===== src/rtl/ufc_defines.vh =====
// Offsets, field positions, reset values and timing counts of the flow character block
`ifndef UFC_DEFINES_VH
`define UFC_DEFINES_VH

// ------------------------------
// Register byte offsets
// ------------------------------
`define UFC_OFS_FREE_COUNT   8'h00
`define UFC_OFS_ON_CHAR      8'h04
`define UFC_OFS_OFF_CHAR     8'h08
`define UFC_OFS_WAKE_CHAR    8'h0C
`define UFC_OFS_STATUS       8'h10
`define UFC_OFS_RECOG_EN     8'h14
`define UFC_OFS_CTRL         8'h18

// ------------------------------
// Reset values
// ------------------------------
`define UFC_RST_ON_CHAR      8'h11
`define UFC_RST_OFF_CHAR     8'h13
`define UFC_RST_WAKE_CHAR    8'h00

// ----------------------------------------------------------------
// Recognition enable action bits
// ----------------------------------------------------------------
`define UFC_RE_WD_DIS        7
`define UFC_RE_WD_EN         6
`define UFC_RE_ADDR_DIS      5
`define UFC_RE_ADDR_EN       4
`define UFC_RE_ON_DIS        3
`define UFC_RE_ON_EN         2
`define UFC_RE_OFF_DIS       1
`define UFC_RE_OFF_EN        0

// ----------------------------------------------------------------
// Control register bits
// ----------------------------------------------------------------
`define UFC_CTL_AUTO_TX      0
`define UFC_CTL_AUTO_RX      1
`define UFC_CTL_WD_EN        2
`define UFC_CTL_FLOW_MASK    3

// ----------------------------------------------------------------
// Field codes of the flow character status register
// ----------------------------------------------------------------
`define UFC_RXF_OFF_BIT      6
`define UFC_RXF_ON_BIT       7
`define UFC_ATX_ON_BIT       4
`define UFC_ATX_OFF_BIT      5
`define UFC_TXF_NORMAL       2'b00
`define UFC_TXF_PENDING      2'b01
`define UFC_TXF_REENABLED    2'b10
`define UFC_TXF_HALTED       2'b11
`define UFC_TXC_DATA         2'b00
`define UFC_TXC_WAIT         2'b01
`define UFC_TXC_OFF_PEND     2'b10
`define UFC_TXC_ON_PEND      2'b11

// ----------------------------------------------------------------
// Timing
// ----------------------------------------------------------------
`define UFC_WD_IDLE_BITS     7'd64
`define UFC_QUEUE_DEPTH      9'd256

`endif


===== src/rtl/ufc_flow_char.v =====
// Character recognition and in-band flow control status for one UART channel
`timescale 1ns/10ps
`default_nettype none

`include "ufc_defines.vh"

// Notes on behaviour
// - Free transmit queue count reads 1..255, zero code means 256 when ready.
// - Xon compare character register, resets to 0x11.
// - Xoff compare character register, resets to 0x13.
// - Wake-up address compare character register, resets to 0x00.
// - Reading flow status clears its upper four bits.
// - Bits 7:6 record Xon/Xoff received, held until status read.
// - Received field updates on any match whatever modes or mask say.
// - Bits 5:4 record flow characters sent automatically: 01 Xon, 10 Xoff.
// - Bits 5:4 read 00 while automatic receiver flow mode is off.
// - Halt pending stops after current character, then shows halted.
// - Restarted transmitter shows re-enabled until status read returns normal.
// - Flow field shows 11 while stopped by own receiver's Xoff.
// - Character type bits 1:0 read 00 unless an automatic control is on.
// - Type 01 waits for queue data one bit time after flow char.
// - Type 10 pending Xoff, 11 pending Xon, each within one character time.
// - Recognition enable holds disable/enable pairs; zero bits do nothing.
// - Enable and disable both set for a function disables it.
// - Register-enabled recognition only reports events, no flow or wake actions.
// - Watchdog enable pair acts on the same bit as the control copy.
// - Enabled watchdog signals after 64 idle receiver bit times.
// - Flow interrupt mask lets Xon/Xoff recognition raise an interrupt.
module ufc_flow_char (
  input  wire        ref_clk,
  input  wire        nrst,
  // APB slave
  input  wire        psel,
  input  wire        penable,
  input  wire        pwrite,
  input  wire [7:0]  paddr,
  input  wire [31:0] pwdata,
  output reg  [31:0] prdata,
  output wire        pready,
  output wire        pslverr,
  // Receiver side
  input  wire        bit_tick,
  input  wire        rx_idle,
  input  wire        rx_char_valid,
  input  wire [7:0]  rx_char,
  input  wire [1:0]  char_len,
  input  wire        rx_fill_high,
  input  wire        rx_fill_low,
  // Transmitter side
  input  wire [8:0]  tx_queue_count,
  input  wire        tx_busy,
  input  wire        tx_char_done,
  input  wire        flow_send_ack,
  output reg         flow_send_req,
  output reg  [7:0]  flow_send_char,
  output wire        tx_halt,
  output wire        transmit_ready_flag,
  // Events towards interrupt status
  output reg         on_char_event,
  output reg         off_char_event,
  output reg         wake_addr_event,
  output reg         flow_irq_event,
  output wire        watchdog_event
);

  // ------------------------------
  // State codes of the transmitter flow field
  // ------------------------------
  localparam [3:0] TXF_NORM = 4'b0001;
  localparam [3:0] TXF_PEND = 4'b0010;
  localparam [3:0] TXF_REEN = 4'b0100;
  localparam [3:0] TXF_HALT = 4'b1000;

  reg  [7:0]  flow_on_char_q;
  reg  [7:0]  flow_off_char_q;
  reg  [7:0]  wake_address_char_q;
  reg  [1:0]  rx_field_q;
  reg  [1:0]  atx_field_q;
  reg  [3:0]  txf_state_q;
  reg  [3:0]  txf_state_d;
  reg  [1:0]  txc_field_q;
  reg         rec_on_en_q;
  reg         rec_off_en_q;
  reg         rec_addr_en_q;
  reg         wd_en_q;
  reg         auto_tx_q;
  reg         auto_rx_q;
  reg         flow_mask_q;
  reg         off_sent_q;
  reg         sending_flow_q;
  reg  [7:0]  rd_status_q;
  reg  [1:0]  txf_code;
  reg  [31:0] rd_mux;
  reg         addr_ok;
  wire [7:0]  char_mask;
  wire [8:0]  free_full;
  wire        on_match;
  wire        off_match;
  wire        addr_match;
  wire        setup_ph;
  wire        access_ph;
  wire        wr_en;
  wire        status_rd;
  wire        any_auto;
  wire [7:0]  status_word;

  // ------------------------------
  // APB decode
  // ------------------------------
  // Zero wait states: read data is latched in the setup cycle
  assign pready    = 1'b1;
  assign setup_ph  = psel && !penable;
  assign access_ph = psel && penable;
  assign wr_en     = access_ph && pwrite && addr_ok;
  assign status_rd = access_ph && !pwrite && (paddr == `UFC_OFS_STATUS);
  assign pslverr   = access_ph && !addr_ok;

  // Address check for unmapped accesses
  always @* begin
    case (paddr)
      `UFC_OFS_FREE_COUNT, `UFC_OFS_ON_CHAR, `UFC_OFS_OFF_CHAR, `UFC_OFS_WAKE_CHAR,
      `UFC_OFS_STATUS, `UFC_OFS_RECOG_EN, `UFC_OFS_CTRL: addr_ok = 1'b1;
      default: addr_ok = 1'b0;
    endcase
  end

  // ------------------------------
  // Free transmit queue count
  // ------------------------------
  // 256 free wraps to code zero; the ready flag tells it apart from full
  assign free_full           = `UFC_QUEUE_DEPTH - tx_queue_count;
  assign transmit_ready_flag = (free_full != 9'd0);

  // ------------------------------
  // Character compare
  // ------------------------------
  // Bits above the configured length are ignored on both sides
  assign char_mask  = 8'hFF >> (2'd3 - char_len);
  assign on_match   = rx_char_valid && ((rx_char & char_mask) == (flow_on_char_q & char_mask));
  assign off_match  = rx_char_valid && ((rx_char & char_mask) == (flow_off_char_q & char_mask));
  assign addr_match = rx_char_valid &&
                      ((rx_char & char_mask) == (wake_address_char_q & char_mask));

  // ------------------------------
  // Status word
  // ------------------------------
  always @* begin
    case (txf_state_q)
      TXF_NORM: txf_code = `UFC_TXF_NORMAL;
      TXF_PEND: txf_code = `UFC_TXF_PENDING;
      TXF_REEN: txf_code = `UFC_TXF_REENABLED;
      TXF_HALT: txf_code = `UFC_TXF_HALTED;
      default:  txf_code = `UFC_TXF_NORMAL;
    endcase
  end

  assign any_auto    = auto_tx_q || auto_rx_q;
  assign status_word = {rx_field_q,
                        auto_rx_q ? atx_field_q : 2'b00,
                        txf_code,
                        any_auto ? txc_field_q : `UFC_TXC_DATA};
  assign tx_halt     = txf_state_q[3];

  // Read data mux; the write-only recognition enable reads zero
  always @* begin
    rd_mux = 32'h0000_0000;
    case (paddr)
      `UFC_OFS_FREE_COUNT: rd_mux[7:0] = free_full[7:0];
      `UFC_OFS_ON_CHAR:    rd_mux[7:0] = flow_on_char_q;
      `UFC_OFS_OFF_CHAR:   rd_mux[7:0] = flow_off_char_q;
      `UFC_OFS_WAKE_CHAR:  rd_mux[7:0] = wake_address_char_q;
      `UFC_OFS_STATUS:     rd_mux[7:0] = status_word;
      `UFC_OFS_CTRL:       rd_mux[3:0] = {flow_mask_q, wd_en_q, auto_rx_q, auto_tx_q};
      default:             rd_mux = 32'h0000_0000;
    endcase
  end

  // Read data latch; also keeps the status snapshot that the read clears
  always @(posedge ref_clk) begin
    if (!nrst) begin
      prdata      <= 32'h0000_0000;
      rd_status_q <= 8'h00;
    end else if (setup_ph) begin
      prdata      <= rd_mux;
      rd_status_q <= status_word;
    end
  end

  // ------------------------------
  // Compare character and control registers
  // ------------------------------
  // Both action bits set resolves to disable by testing disable first
  always @(posedge ref_clk) begin
    if (!nrst) begin
      flow_on_char_q      <= `UFC_RST_ON_CHAR;
      flow_off_char_q     <= `UFC_RST_OFF_CHAR;
      wake_address_char_q <= `UFC_RST_WAKE_CHAR;
      rec_on_en_q         <= 1'b0;
      rec_off_en_q        <= 1'b0;
      rec_addr_en_q       <= 1'b0;
      wd_en_q             <= 1'b0;
      auto_tx_q           <= 1'b0;
      auto_rx_q           <= 1'b0;
      flow_mask_q         <= 1'b0;
    end else if (wr_en) begin
      case (paddr)
        `UFC_OFS_ON_CHAR:   flow_on_char_q      <= pwdata[7:0];
        `UFC_OFS_OFF_CHAR:  flow_off_char_q     <= pwdata[7:0];
        `UFC_OFS_WAKE_CHAR: wake_address_char_q <= pwdata[7:0];
        `UFC_OFS_RECOG_EN: begin
          if (pwdata[`UFC_RE_WD_DIS])
            wd_en_q <= 1'b0;
          else if (pwdata[`UFC_RE_WD_EN])
            wd_en_q <= 1'b1;
          if (pwdata[`UFC_RE_ADDR_DIS])
            rec_addr_en_q <= 1'b0;
          else if (pwdata[`UFC_RE_ADDR_EN])
            rec_addr_en_q <= 1'b1;
          if (pwdata[`UFC_RE_ON_DIS])
            rec_on_en_q <= 1'b0;
          else if (pwdata[`UFC_RE_ON_EN])
            rec_on_en_q <= 1'b1;
          if (pwdata[`UFC_RE_OFF_DIS])
            rec_off_en_q <= 1'b0;
          else if (pwdata[`UFC_RE_OFF_EN])
            rec_off_en_q <= 1'b1;
        end
        `UFC_OFS_CTRL: begin
          auto_tx_q   <= pwdata[`UFC_CTL_AUTO_TX];
          auto_rx_q   <= pwdata[`UFC_CTL_AUTO_RX];
          wd_en_q     <= pwdata[`UFC_CTL_WD_EN];
          flow_mask_q <= pwdata[`UFC_CTL_FLOW_MASK];
        end
        default: ;
      endcase
    end
  end

  // ------------------------------
  // Recognition events
  // ------------------------------
  // Register-enabled recognition only reports; flow actions stay separate
  always @(posedge ref_clk) begin
    if (!nrst) begin
      on_char_event   <= 1'b0;
      off_char_event  <= 1'b0;
      wake_addr_event <= 1'b0;
      flow_irq_event  <= 1'b0;
    end else begin
      on_char_event   <= on_match && rec_on_en_q;
      off_char_event  <= off_match && rec_off_en_q;
      wake_addr_event <= addr_match && rec_addr_en_q;
      flow_irq_event  <= flow_mask_q && (on_match || off_match);
    end
  end

  // ------------------------------
  // Received and auto-transmitted fields
  // ------------------------------
  // A read clears only what it returned, so a new set is never lost
  always @(posedge ref_clk) begin
    if (!nrst) begin
      rx_field_q  <= 2'b00;
      atx_field_q <= 2'b00;
    end else begin
      rx_field_q <= (rx_field_q & ~({2{status_rd}} & rd_status_q[7:6]))
                    | {on_match, off_match};
      if (!auto_rx_q)
        atx_field_q <= 2'b00;
      else
        atx_field_q <= (atx_field_q & ~({2{status_rd}} & rd_status_q[5:4]))
                       | {flow_send_ack && off_sent_q == 1'b0 && flow_send_char == flow_off_char_q,
                          flow_send_ack && flow_send_char == flow_on_char_q};
    end
  end

  // ------------------------------
  // Transmitter flow state machine
  // ------------------------------
  always @* begin
    txf_state_d = txf_state_q;
    case (txf_state_q)
      TXF_NORM: if (auto_tx_q && off_match)
        txf_state_d = tx_busy ? TXF_PEND : TXF_HALT;
      TXF_PEND: if (tx_char_done || !tx_busy)
        txf_state_d = TXF_HALT;
      TXF_HALT: if (on_match)
        txf_state_d = TXF_REEN;
      TXF_REEN: begin
        if (auto_tx_q && off_match)
          txf_state_d = tx_busy ? TXF_PEND : TXF_HALT;
        else if (status_rd)
          txf_state_d = TXF_NORM;
      end
      default: txf_state_d = TXF_NORM;
    endcase
    if (!auto_tx_q)
      txf_state_d = TXF_NORM;
  end

  always @(posedge ref_clk) begin
    if (!nrst)
      txf_state_q <= TXF_NORM;
    else
      txf_state_q <= txf_state_d;
  end

  // ------------------------------
  // Automatic receiver flow characters
  // ------------------------------
  // Flow chars go ahead of queued data, so the ack comes within a character time
  always @(posedge ref_clk) begin
    if (!nrst) begin
      flow_send_req  <= 1'b0;
      flow_send_char <= 8'h00;
      off_sent_q     <= 1'b0;
      sending_flow_q <= 1'b0;
      txc_field_q    <= `UFC_TXC_DATA;
    end else if (!auto_rx_q) begin
      flow_send_req  <= 1'b0;
      off_sent_q     <= 1'b0;
      sending_flow_q <= 1'b0;
      txc_field_q    <= `UFC_TXC_DATA;
    end else if (flow_send_req) begin
      if (flow_send_ack) begin
        flow_send_req  <= 1'b0;
        sending_flow_q <= 1'b1;
        off_sent_q     <= (flow_send_char == flow_off_char_q);
        txc_field_q    <= `UFC_TXC_DATA;
      end
    end else if (sending_flow_q) begin
      if (tx_char_done) begin
        sending_flow_q <= 1'b0;
        txc_field_q    <= `UFC_TXC_WAIT;
      end
    end else if (rx_fill_high && !off_sent_q) begin
      flow_send_req  <= 1'b1;
      flow_send_char <= flow_off_char_q;
      txc_field_q    <= `UFC_TXC_OFF_PEND;
    end else if (rx_fill_low && off_sent_q) begin
      flow_send_req  <= 1'b1;
      flow_send_char <= flow_on_char_q;
      txc_field_q    <= `UFC_TXC_ON_PEND;
    end else if (txc_field_q == `UFC_TXC_WAIT && bit_tick && tx_queue_count != 9'd0) begin
      txc_field_q <= `UFC_TXC_DATA;
    end
  end

  // ------------------------------
  // Receiver idle watchdog
  // ------------------------------
  ufc_watchdog u_watchdog (
    .ref_clk  (ref_clk),
    .nrst     (nrst),
    .enable   (wd_en_q),
    .bit_tick (bit_tick),
    .rx_idle  (rx_idle),
    .timeout  (watchdog_event)
  );

endmodule

`default_nettype wire


===== src/rtl/ufc_watchdog.v =====
// Receiver idle watchdog counting idle bit times
`timescale 1ns/10ps
`default_nettype none

`include "ufc_defines.vh"

module ufc_watchdog (
  input  wire       ref_clk,
  input  wire       nrst,
  input  wire       enable,
  input  wire       bit_tick,
  input  wire       rx_idle,
  output reg        timeout
);

  reg  [6:0] idle_cnt_q;
  reg        fired_q;

  // ------------------------------
  // Idle counter
  // ------------------------------
  // Counts bit times while the line idles; fires once, then waits for activity
  always @(posedge ref_clk) begin
    if (!nrst) begin
      idle_cnt_q <= 7'd0;
      fired_q    <= 1'b0;
      timeout    <= 1'b0;
    end else begin
      timeout <= 1'b0;
      if (!enable || !rx_idle) begin
        idle_cnt_q <= 7'd0;
        fired_q    <= 1'b0;
      end else if (bit_tick && !fired_q) begin
        if (idle_cnt_q == `UFC_WD_IDLE_BITS - 7'd1) begin
          timeout    <= 1'b1;
          fired_q    <= 1'b1;
          idle_cnt_q <= 7'd0;
        end else begin
          idle_cnt_q <= idle_cnt_q + 7'd1;
        end
      end
    end
  end

endmodule

`default_nettype wire


===== config.mk =====
export PLATFORM = sky130hd
export DESIGN_NAME = ufc_flow_char
export DESIGN_NICKNAME = d
export VERILOG_FILES = /design/src/rtl/ufc_flow_char.v /design/src/rtl/ufc_watchdog.v
export VERILOG_INCLUDE_DIRS = /design/src /design/src/rtl
export SDC_FILE = /design/constraint.sdc
export NUM_CORES = 1
export LEC_CHECK = 0
export ABC_AREA = 1
export BUFFER_PORTS_ARGS = -buffer_cell sky130_fd_sc_hd__buf_4
export CORE_AREA = 5 5 100 102
export DETAILED_ROUTE_END_ITERATION = 8
export DIE_AREA = 0 0 105 107
export GPL_TIMING_DRIVEN = 0
export PLACE_DENSITY = 0.86
export SLEW_MARGIN = 5
export SYNTH_ARGS = -nofsm -noshare
export SYNTH_HDL_FRONTEND = slang
export SYNTH_HIERARCHICAL = 1
export SYNTH_SLANG_ARGS = --single-unit

===== constraint.sdc =====
create_clock -name ref_clk -period 1.84 [get_ports ref_clk]
set_input_delay 0 -clock ref_clk [delete_from_list [all_inputs] [get_ports ref_clk]]
set_output_delay 0 -clock ref_clk [all_outputs]
set_load 0.01 [all_outputs]

==> flow_summary_export.csv, run 1 <==
group,metric,value,unit
clocking,cts.sinks,77,
clocking,post_cts.repair.setup_buffers,0,
yosys,synth_top_area_share,33.3,%
clocking,clkLatencyLatePin,0.36,ns
worst_setup_path,cp-start-kind,"flip-flop",
route,first_iter_violations,343,
yosys,ys_top_cells_by_area,"dfxtp_1, nand2_1, nor2_1",
clocking,cts_tree,"done",
min_path,worst_hold_startpoint,"rx_idle",
yosys,yosysSeqAreaShare,33.3,%
sta,whs,0.0469,ns
route,drc,0,
layout,fin_cells,934,
route,firstDrtPassIters,5,
sta,slew_headroom,57.6,%
placement,port_buffers,72,
layout,num-nets-final,894,
min_path,holdPathStages,3,
sta,fin_skew,0.00904,ns
placement,hpwlAfterDp,10200,microns
worst_setup_path,crit_path_end_kind,"flip-flop",
sta,fmaxAchievable,571,MHz
grt,grt_pass1_wl,21900,microns
sta,setup_viol,0,
route,postRouteAntennaNets,0,
yosys,yosys-top-cells-count,"nand2_1, nor2_1, dfxtp_1",
yosys,synth.most_common_cell,"nand2_1",
sta,hold_viol,0,
yosys,ys_ff_latch,77,
worst_setup_path,r2r_start,"auto_rx_q",
clocking,cts_buffer_depth,2,
floorplanning,start_util,51.3,%
worst_setup_path,path_class,"reg -> reg",
yosys,avgSynthCellArea,6.66,sq um
floorplanning,die_h,107,microns
clocking,clk_pin_slew_worst_paths,0.08,ns
floorplanning,io_pins,122,
grt,grt_usage,24.0,%
route,vias,4927,
route,wl,13500,microns
worst_setup_path,critPathRequiredTime,2.14,ns
clocking,cts_made_buffers,9,
sta,finalSetupTns,0,ns
yosys,async_reset_ff_share,0,%
pwr,power_density,646,nW/um^2
clocking,clockRootBuffer,"clkbuf_8",
worst_setup_path,r2r.worst_path.cells,4,
sta,maxSlewViolCount,0,
pwr,cellLeakagePower,0.00279,uW
route,detail_route.wl_per_cell,14.4,microns
grt,grt_overflow,0,
yosys,synth.distinct_cells,42,
route,via_per_inst,5.28,
grt,grt_max_degree,13,
worst_setup_path,crit_path_max_fanout,9,
sta,tightest_slew,0.634,ns
floorplanning,row_count,35,
worst_setup_path,worst-r2r-setup-slack,0.09,ns
layout,drive_above_1_share,20.4,%
yosys,synth_warnings,6,
pwr,peakVddDrop,0.409,mV
worst_setup_path,critical_path_arrival,2.05,ns
flow_run,cap_violations,0,
clocking,cts_max_level,3,
min_path,worstHoldPathType,"in -> reg",
floorplanning,core_area,9020,sq um
layout,antenna_cells,0,
worst_setup_path,crit_path_start,"auto_rx_q",
run_status,status,"completed",
floorplanning,die-area,11200,sq um
yosys,synth_top_flop_cell,"dfxtp_1",
floorplanning,die_width,105,microns
sta,rsz0062_at_grt,"yes",
sta,fin_crit_sh,95.2,%
placement,place_congestion,0.986,
grt,antenna_found_initial,0,
yosys,synth_area,4630,sq um
placement,dp_slack,-0.0853,ns
grt,grt_pass1_vias,4654,
sta,final.setup.worst_slack,0.0889,ns
layout,syn_to_final_growth,26.5,%
sta,fin_crit,1.75,ns
yosys,synth_edf_count,0,
yosys,postSynthCellCount,695,
placement,placed_cells,901,
yosys,yosysTopAreaCell,"dfxtp_1",
[power breakdown]
part | switching (uW) | internal [uW]
Sequential | 3.34 | 1670
Combinational | 227 | 182
Clock | 632 | 1070
Total | 862 | 2930
[timing repair]
action                                 4_1_cts  5_1_grt
setup endpoints to repair                    0       13
hold buffers                                18        0
gates resized for setup                      0       10
endpoints found under the hold margin       37        0
[critical path, stage by stage, from the launching register on]
cell           delay, ns
dfxtp_1             0.32
clkbuf_1            0.31
nand2_1             0.25
a211oi_1            0.25
dlygate4sd3_1       0.57
[path summary, 6_finish.rpt]
check                                           endpoint
worst min-delay path            u_watchdog/idle_cnt_q[1]
worst max-delay path                      sending_flow_q
worst max register to register            sending_flow_q
worst min register to register  u_watchdog/idle_cnt_q[6]
[metal layers]
metal	wire, microns	up-vias	part of all wire, %	global-route usage [%]
met5	0	-	0	0
met4	492	0	3.7	10.9
met3	1110	42	8.2	5.30
met2	6360	210	47	40.0
met1	5500	2222	41	29.6
li1	-	2453	-	-
[cells by family after synthesis]
group,count (synthesis),synth area share (%)
AOI/OAI and AO/OA,118,14.9
xor gates and xnor gates,24,4.54
adders and majority gates,3,0.811
buffers and inverters,132,13.3
DFF,77,33.3
muxes,1,0.216
other,2,0.162
and+or+nand+nor,338,32.9
[layout by cell type (no fill, tap or decap), types with 7 or more instances in the layout]
cell type and count:
nand2_1 157, dfxtp_1 75, o22ai_1 9, dlygate4sd3_1 18, a211oi_1 17, xor2_1 12
nor2_1 85, nor3_1 12, a21oi_1 50, clkbuf_8 10, conb_1 25, clkbuf_1 10
o21ai_0 31, xnor2_1 12, nand2_2 7, buf_4 97, inv_1 74, nand3_1 43
inv_2 17
[layout make-up]
type	count	area [sq um]
fill	797	3160
tap	111	139
clock inverter	4	120
inverter	93	349
clock buffer	11	141
multi-input combinational	509	2580
timing repair buffer	90	721
buffer	39	265
sequential	77	1540
[state kept, by name (all words and copies together) (netlist names), 2 cells and up]
signal / cells
flow_off_char_q: 8
flow_on_char_q: 8
flow_send_char: 8
prdata: 8
wake_address_char_q: 8
u_watchdog/idle_cnt_q: 7
rd_status_q: 4
txf_state_q: 4
atx_field_q: 2
rx_field_q: 2
txc_field_q: 2
[through the flow]
| step | instance area (sq um) | utilization, % | total power [uW] |
|---|---|---|---|
| floorplan | 4720 | - | 1920 |
| global placement | 5400 | 59.8 | 2080 |
| detailed placement | 5400 | 59.8 | 2090 |
| CTS | 5840 | 64.7 | 3790 |
| global route | 5860 | 65.0 | 3920 |
| finish | 5860 | 65.0 | 3790 |
Power figures use the tool's default switching activity.
==> run 2: changes to the inputs <==
--- a/config.mk
+++ b/config.mk
@@ -8,9 +8,9 @@
 export LEC_CHECK = 0
 export ABC_AREA = 1
 export BUFFER_PORTS_ARGS = -buffer_cell sky130_fd_sc_hd__buf_4
-export CORE_AREA = 5 5 100 102
+export CORE_AREA = 5 5 105 97
 export DETAILED_ROUTE_END_ITERATION = 8
-export DIE_AREA = 0 0 105 107
+export DIE_AREA = 0 0 110 102
 export GPL_TIMING_DRIVEN = 0
 export PLACE_DENSITY = 0.86
 export SLEW_MARGIN = 5
==> flow_summary_export.csv, run 2 (same netlist as run 1, synthesis figures left out) <==
group,metric,value,unit
worst_setup_path,r2r.worst_path.cells,8,
sta,fin_crit,1.66,ns
sta,finalSetupTns,0,ns
pwr,peakVddDrop,0.329,mV
clocking,post_cts.repair.setup_buffers,0,
pwr,seq_power_share,49.5,%
layout,finish.instance_area,5800,sq um
placement,place_congestion,0.940,
worst_setup_path,cp-start-kind,"flip-flop",
sta,setup_viol,0,
sta,whs,0.0424,ns
layout,drive_above_1_share,20.5,%
worst_setup_path,critical_path_arrival,1.91,ns
route,detail_route.wl_per_cell,14.3,microns
grt,grt_max_degree,14,
clocking,cts_tree,"done",
sta,hold_viol,0,
placement,dp_slack,-0.0808,ns
route,postRouteAntennaNets,0,
layout,num-nets-final,893,
floorplanning,core_area,8960,sq um
sta,fin_crit_sh,90.4,%
layout,multi_input_area,2580,sq um
clocking,clkLatencyLatePin,0.36,ns
pwr,combinationalPowerShare,12.0,%
min_path,worstHoldPathType,"in -> reg",
layout,seq_area,1550,sq um
route,wl,13600,microns
worst_setup_path,path_class,"reg -> reg",
clocking,cts_buffer_depth,2,
grt,grt_pass1_wl,21000,microns
sta,final.setup.worst_slack,0.177,ns
pwr,p_clk_share,38.5,%
layout,utilization,64.8,%
run_status,status,"completed",
clocking,clockRootBuffer,"clkbuf_8",
layout,final_cell_mix,"nand2_1, buf_4, nor2_1",
route,vias,4949,
layout,antenna_cells,0,
clocking,cts_max_level,3,
placement,dpl_cell_area,5410,sq um
flow_run,cap_violations,0,
layout,nFillCells,798,
pwr,netSwitchingFraction,25.9,%
grt,grt_pass1_vias,4404,
clocking,cts.sinks,77,
floorplanning,io_pins,122,
pwr,power_density,584,nW/um^2
route,via_per_inst,5.24,
grt,grt_overflow,0,
pwr,cellLeakagePower,0.00275,uW
placement,port_buffers,72,
clocking,cts_made_buffers,9,
route,firstDrtPassIters,5,
worst_setup_path,critPathRequiredTime,2.09,ns
clocking,clk_pin_slew_worst_paths,0.08,ns
layout,final_common_cell,"nand2_1",
floorplanning,die_h,102,microns
worst_setup_path,crit_path_max_fanout,10,
sta,fmaxAchievable,601,MHz
floorplanning,start_util,51.7,%
floorplanning,die_width,110,microns
sta,maxSlewViolCount,0,
placement,hpwlAfterDp,10200,microns
sta,fin_skew,0.0105,ns
grt,grt_usage,23.9,%
pwr,p_int,2510,uW
sta,rsz0062_at_grt,"no",
floorplanning,row_count,33,
grt,antenna_found_initial,0,
route,drc,0,
sta,tightest_slew,0.573,ns
pwr,p_switching,877,uW
sta,slew_headroom,61.7,%
route,first_iter_violations,554,
min_path,holdPathStages,4,
layout,syn_to_final_growth,25.3,%
worst_setup_path,crit_path_end_kind,"flip-flop",
floorplanning,die-area,11200,sq um
[run 2: cell types whose count changed in the layout (fill, tap and decap cells not counted), sizes merged]
cell and delta:
bufinv -3, clkinvlp +3, clkinv +2, clkbuf -1, dlygate4sd3 -1
[run 2: layout make-up]
cell class / count / share of cell area [%]
clock inverter: 6 / 1.08
inverter: 93 / 6.02
sequential: 77 / 26.6
buffer: 39 / 4.57
clock buffer: 10 / 2.37
timing repair buffer: 89 / 12.2
multi-input combinational: 509 / 44.5
tap: 122 / 2.63
[run 2: what timing repair did]
action | in CTS | in global routing
hold buffers | 17 | 0
endpoints found under the hold margin | 37 | 0
gates resized for setup | 0 | 10
endpoints found under the setup margin | 0 | 8
[run 2: routing by layer]
| layer | GRT usage (%) | up-vias | share of wire [%] | wire [microns] |
|---|---|---|---|---|
| li1 | - | 2441 | - | - |
| met1 | 32.4 | 2191 | 42 | 5720 |
| met2 | 37.4 | 285 | 45 | 6030 |
| met3 | 6.38 | 32 | 11 | 1540 |
| met4 | 6.71 | 0 | 2.0 | 265 |
| met5 | 0 | - | 0 | 0 |
[run 2: per-stage QoR]
stage	power [uW]	instances
final	3390	945
after global routing	3500	945
after CTS	3380	945
after detailed placement	2080	912
after global placement	2080	912
after floorplan	1920	718
[run 2: power by group through the flow]
stage	Sequential, uW	Clock, uW	Combinational (uW)
global route	1680	1370	443
floorplan	1720	0	206
global placement	1720	0	365
detailed placement	1720	0	368
CTS	1680	1310	395
finish	1680	1310	407
[run 2: path summary, 6_finish.rpt]
check                           end      startpoint  slack, ns
setup / recovery  flow_send_char[3]      off_sent_q       0.18
hold / removal      wake_addr_event      rx_char[7]       0.04
setup reg to reg  flow_send_char[3]      off_sent_q       0.18
hold reg to reg      rd_status_q[7]  rd_status_q[7]       0.46
[run 2: critical path, stage by stage, from the launching register on]
cell and delay, ns:
dfxtp_1 0.31, inv_1 0.16, nand2_1 0.15, nand2_1 0.12, inv_1 0.04, nor2_1 0.14
nand2_2 0.14, buf_2 0.22, a211oi_1 0.27
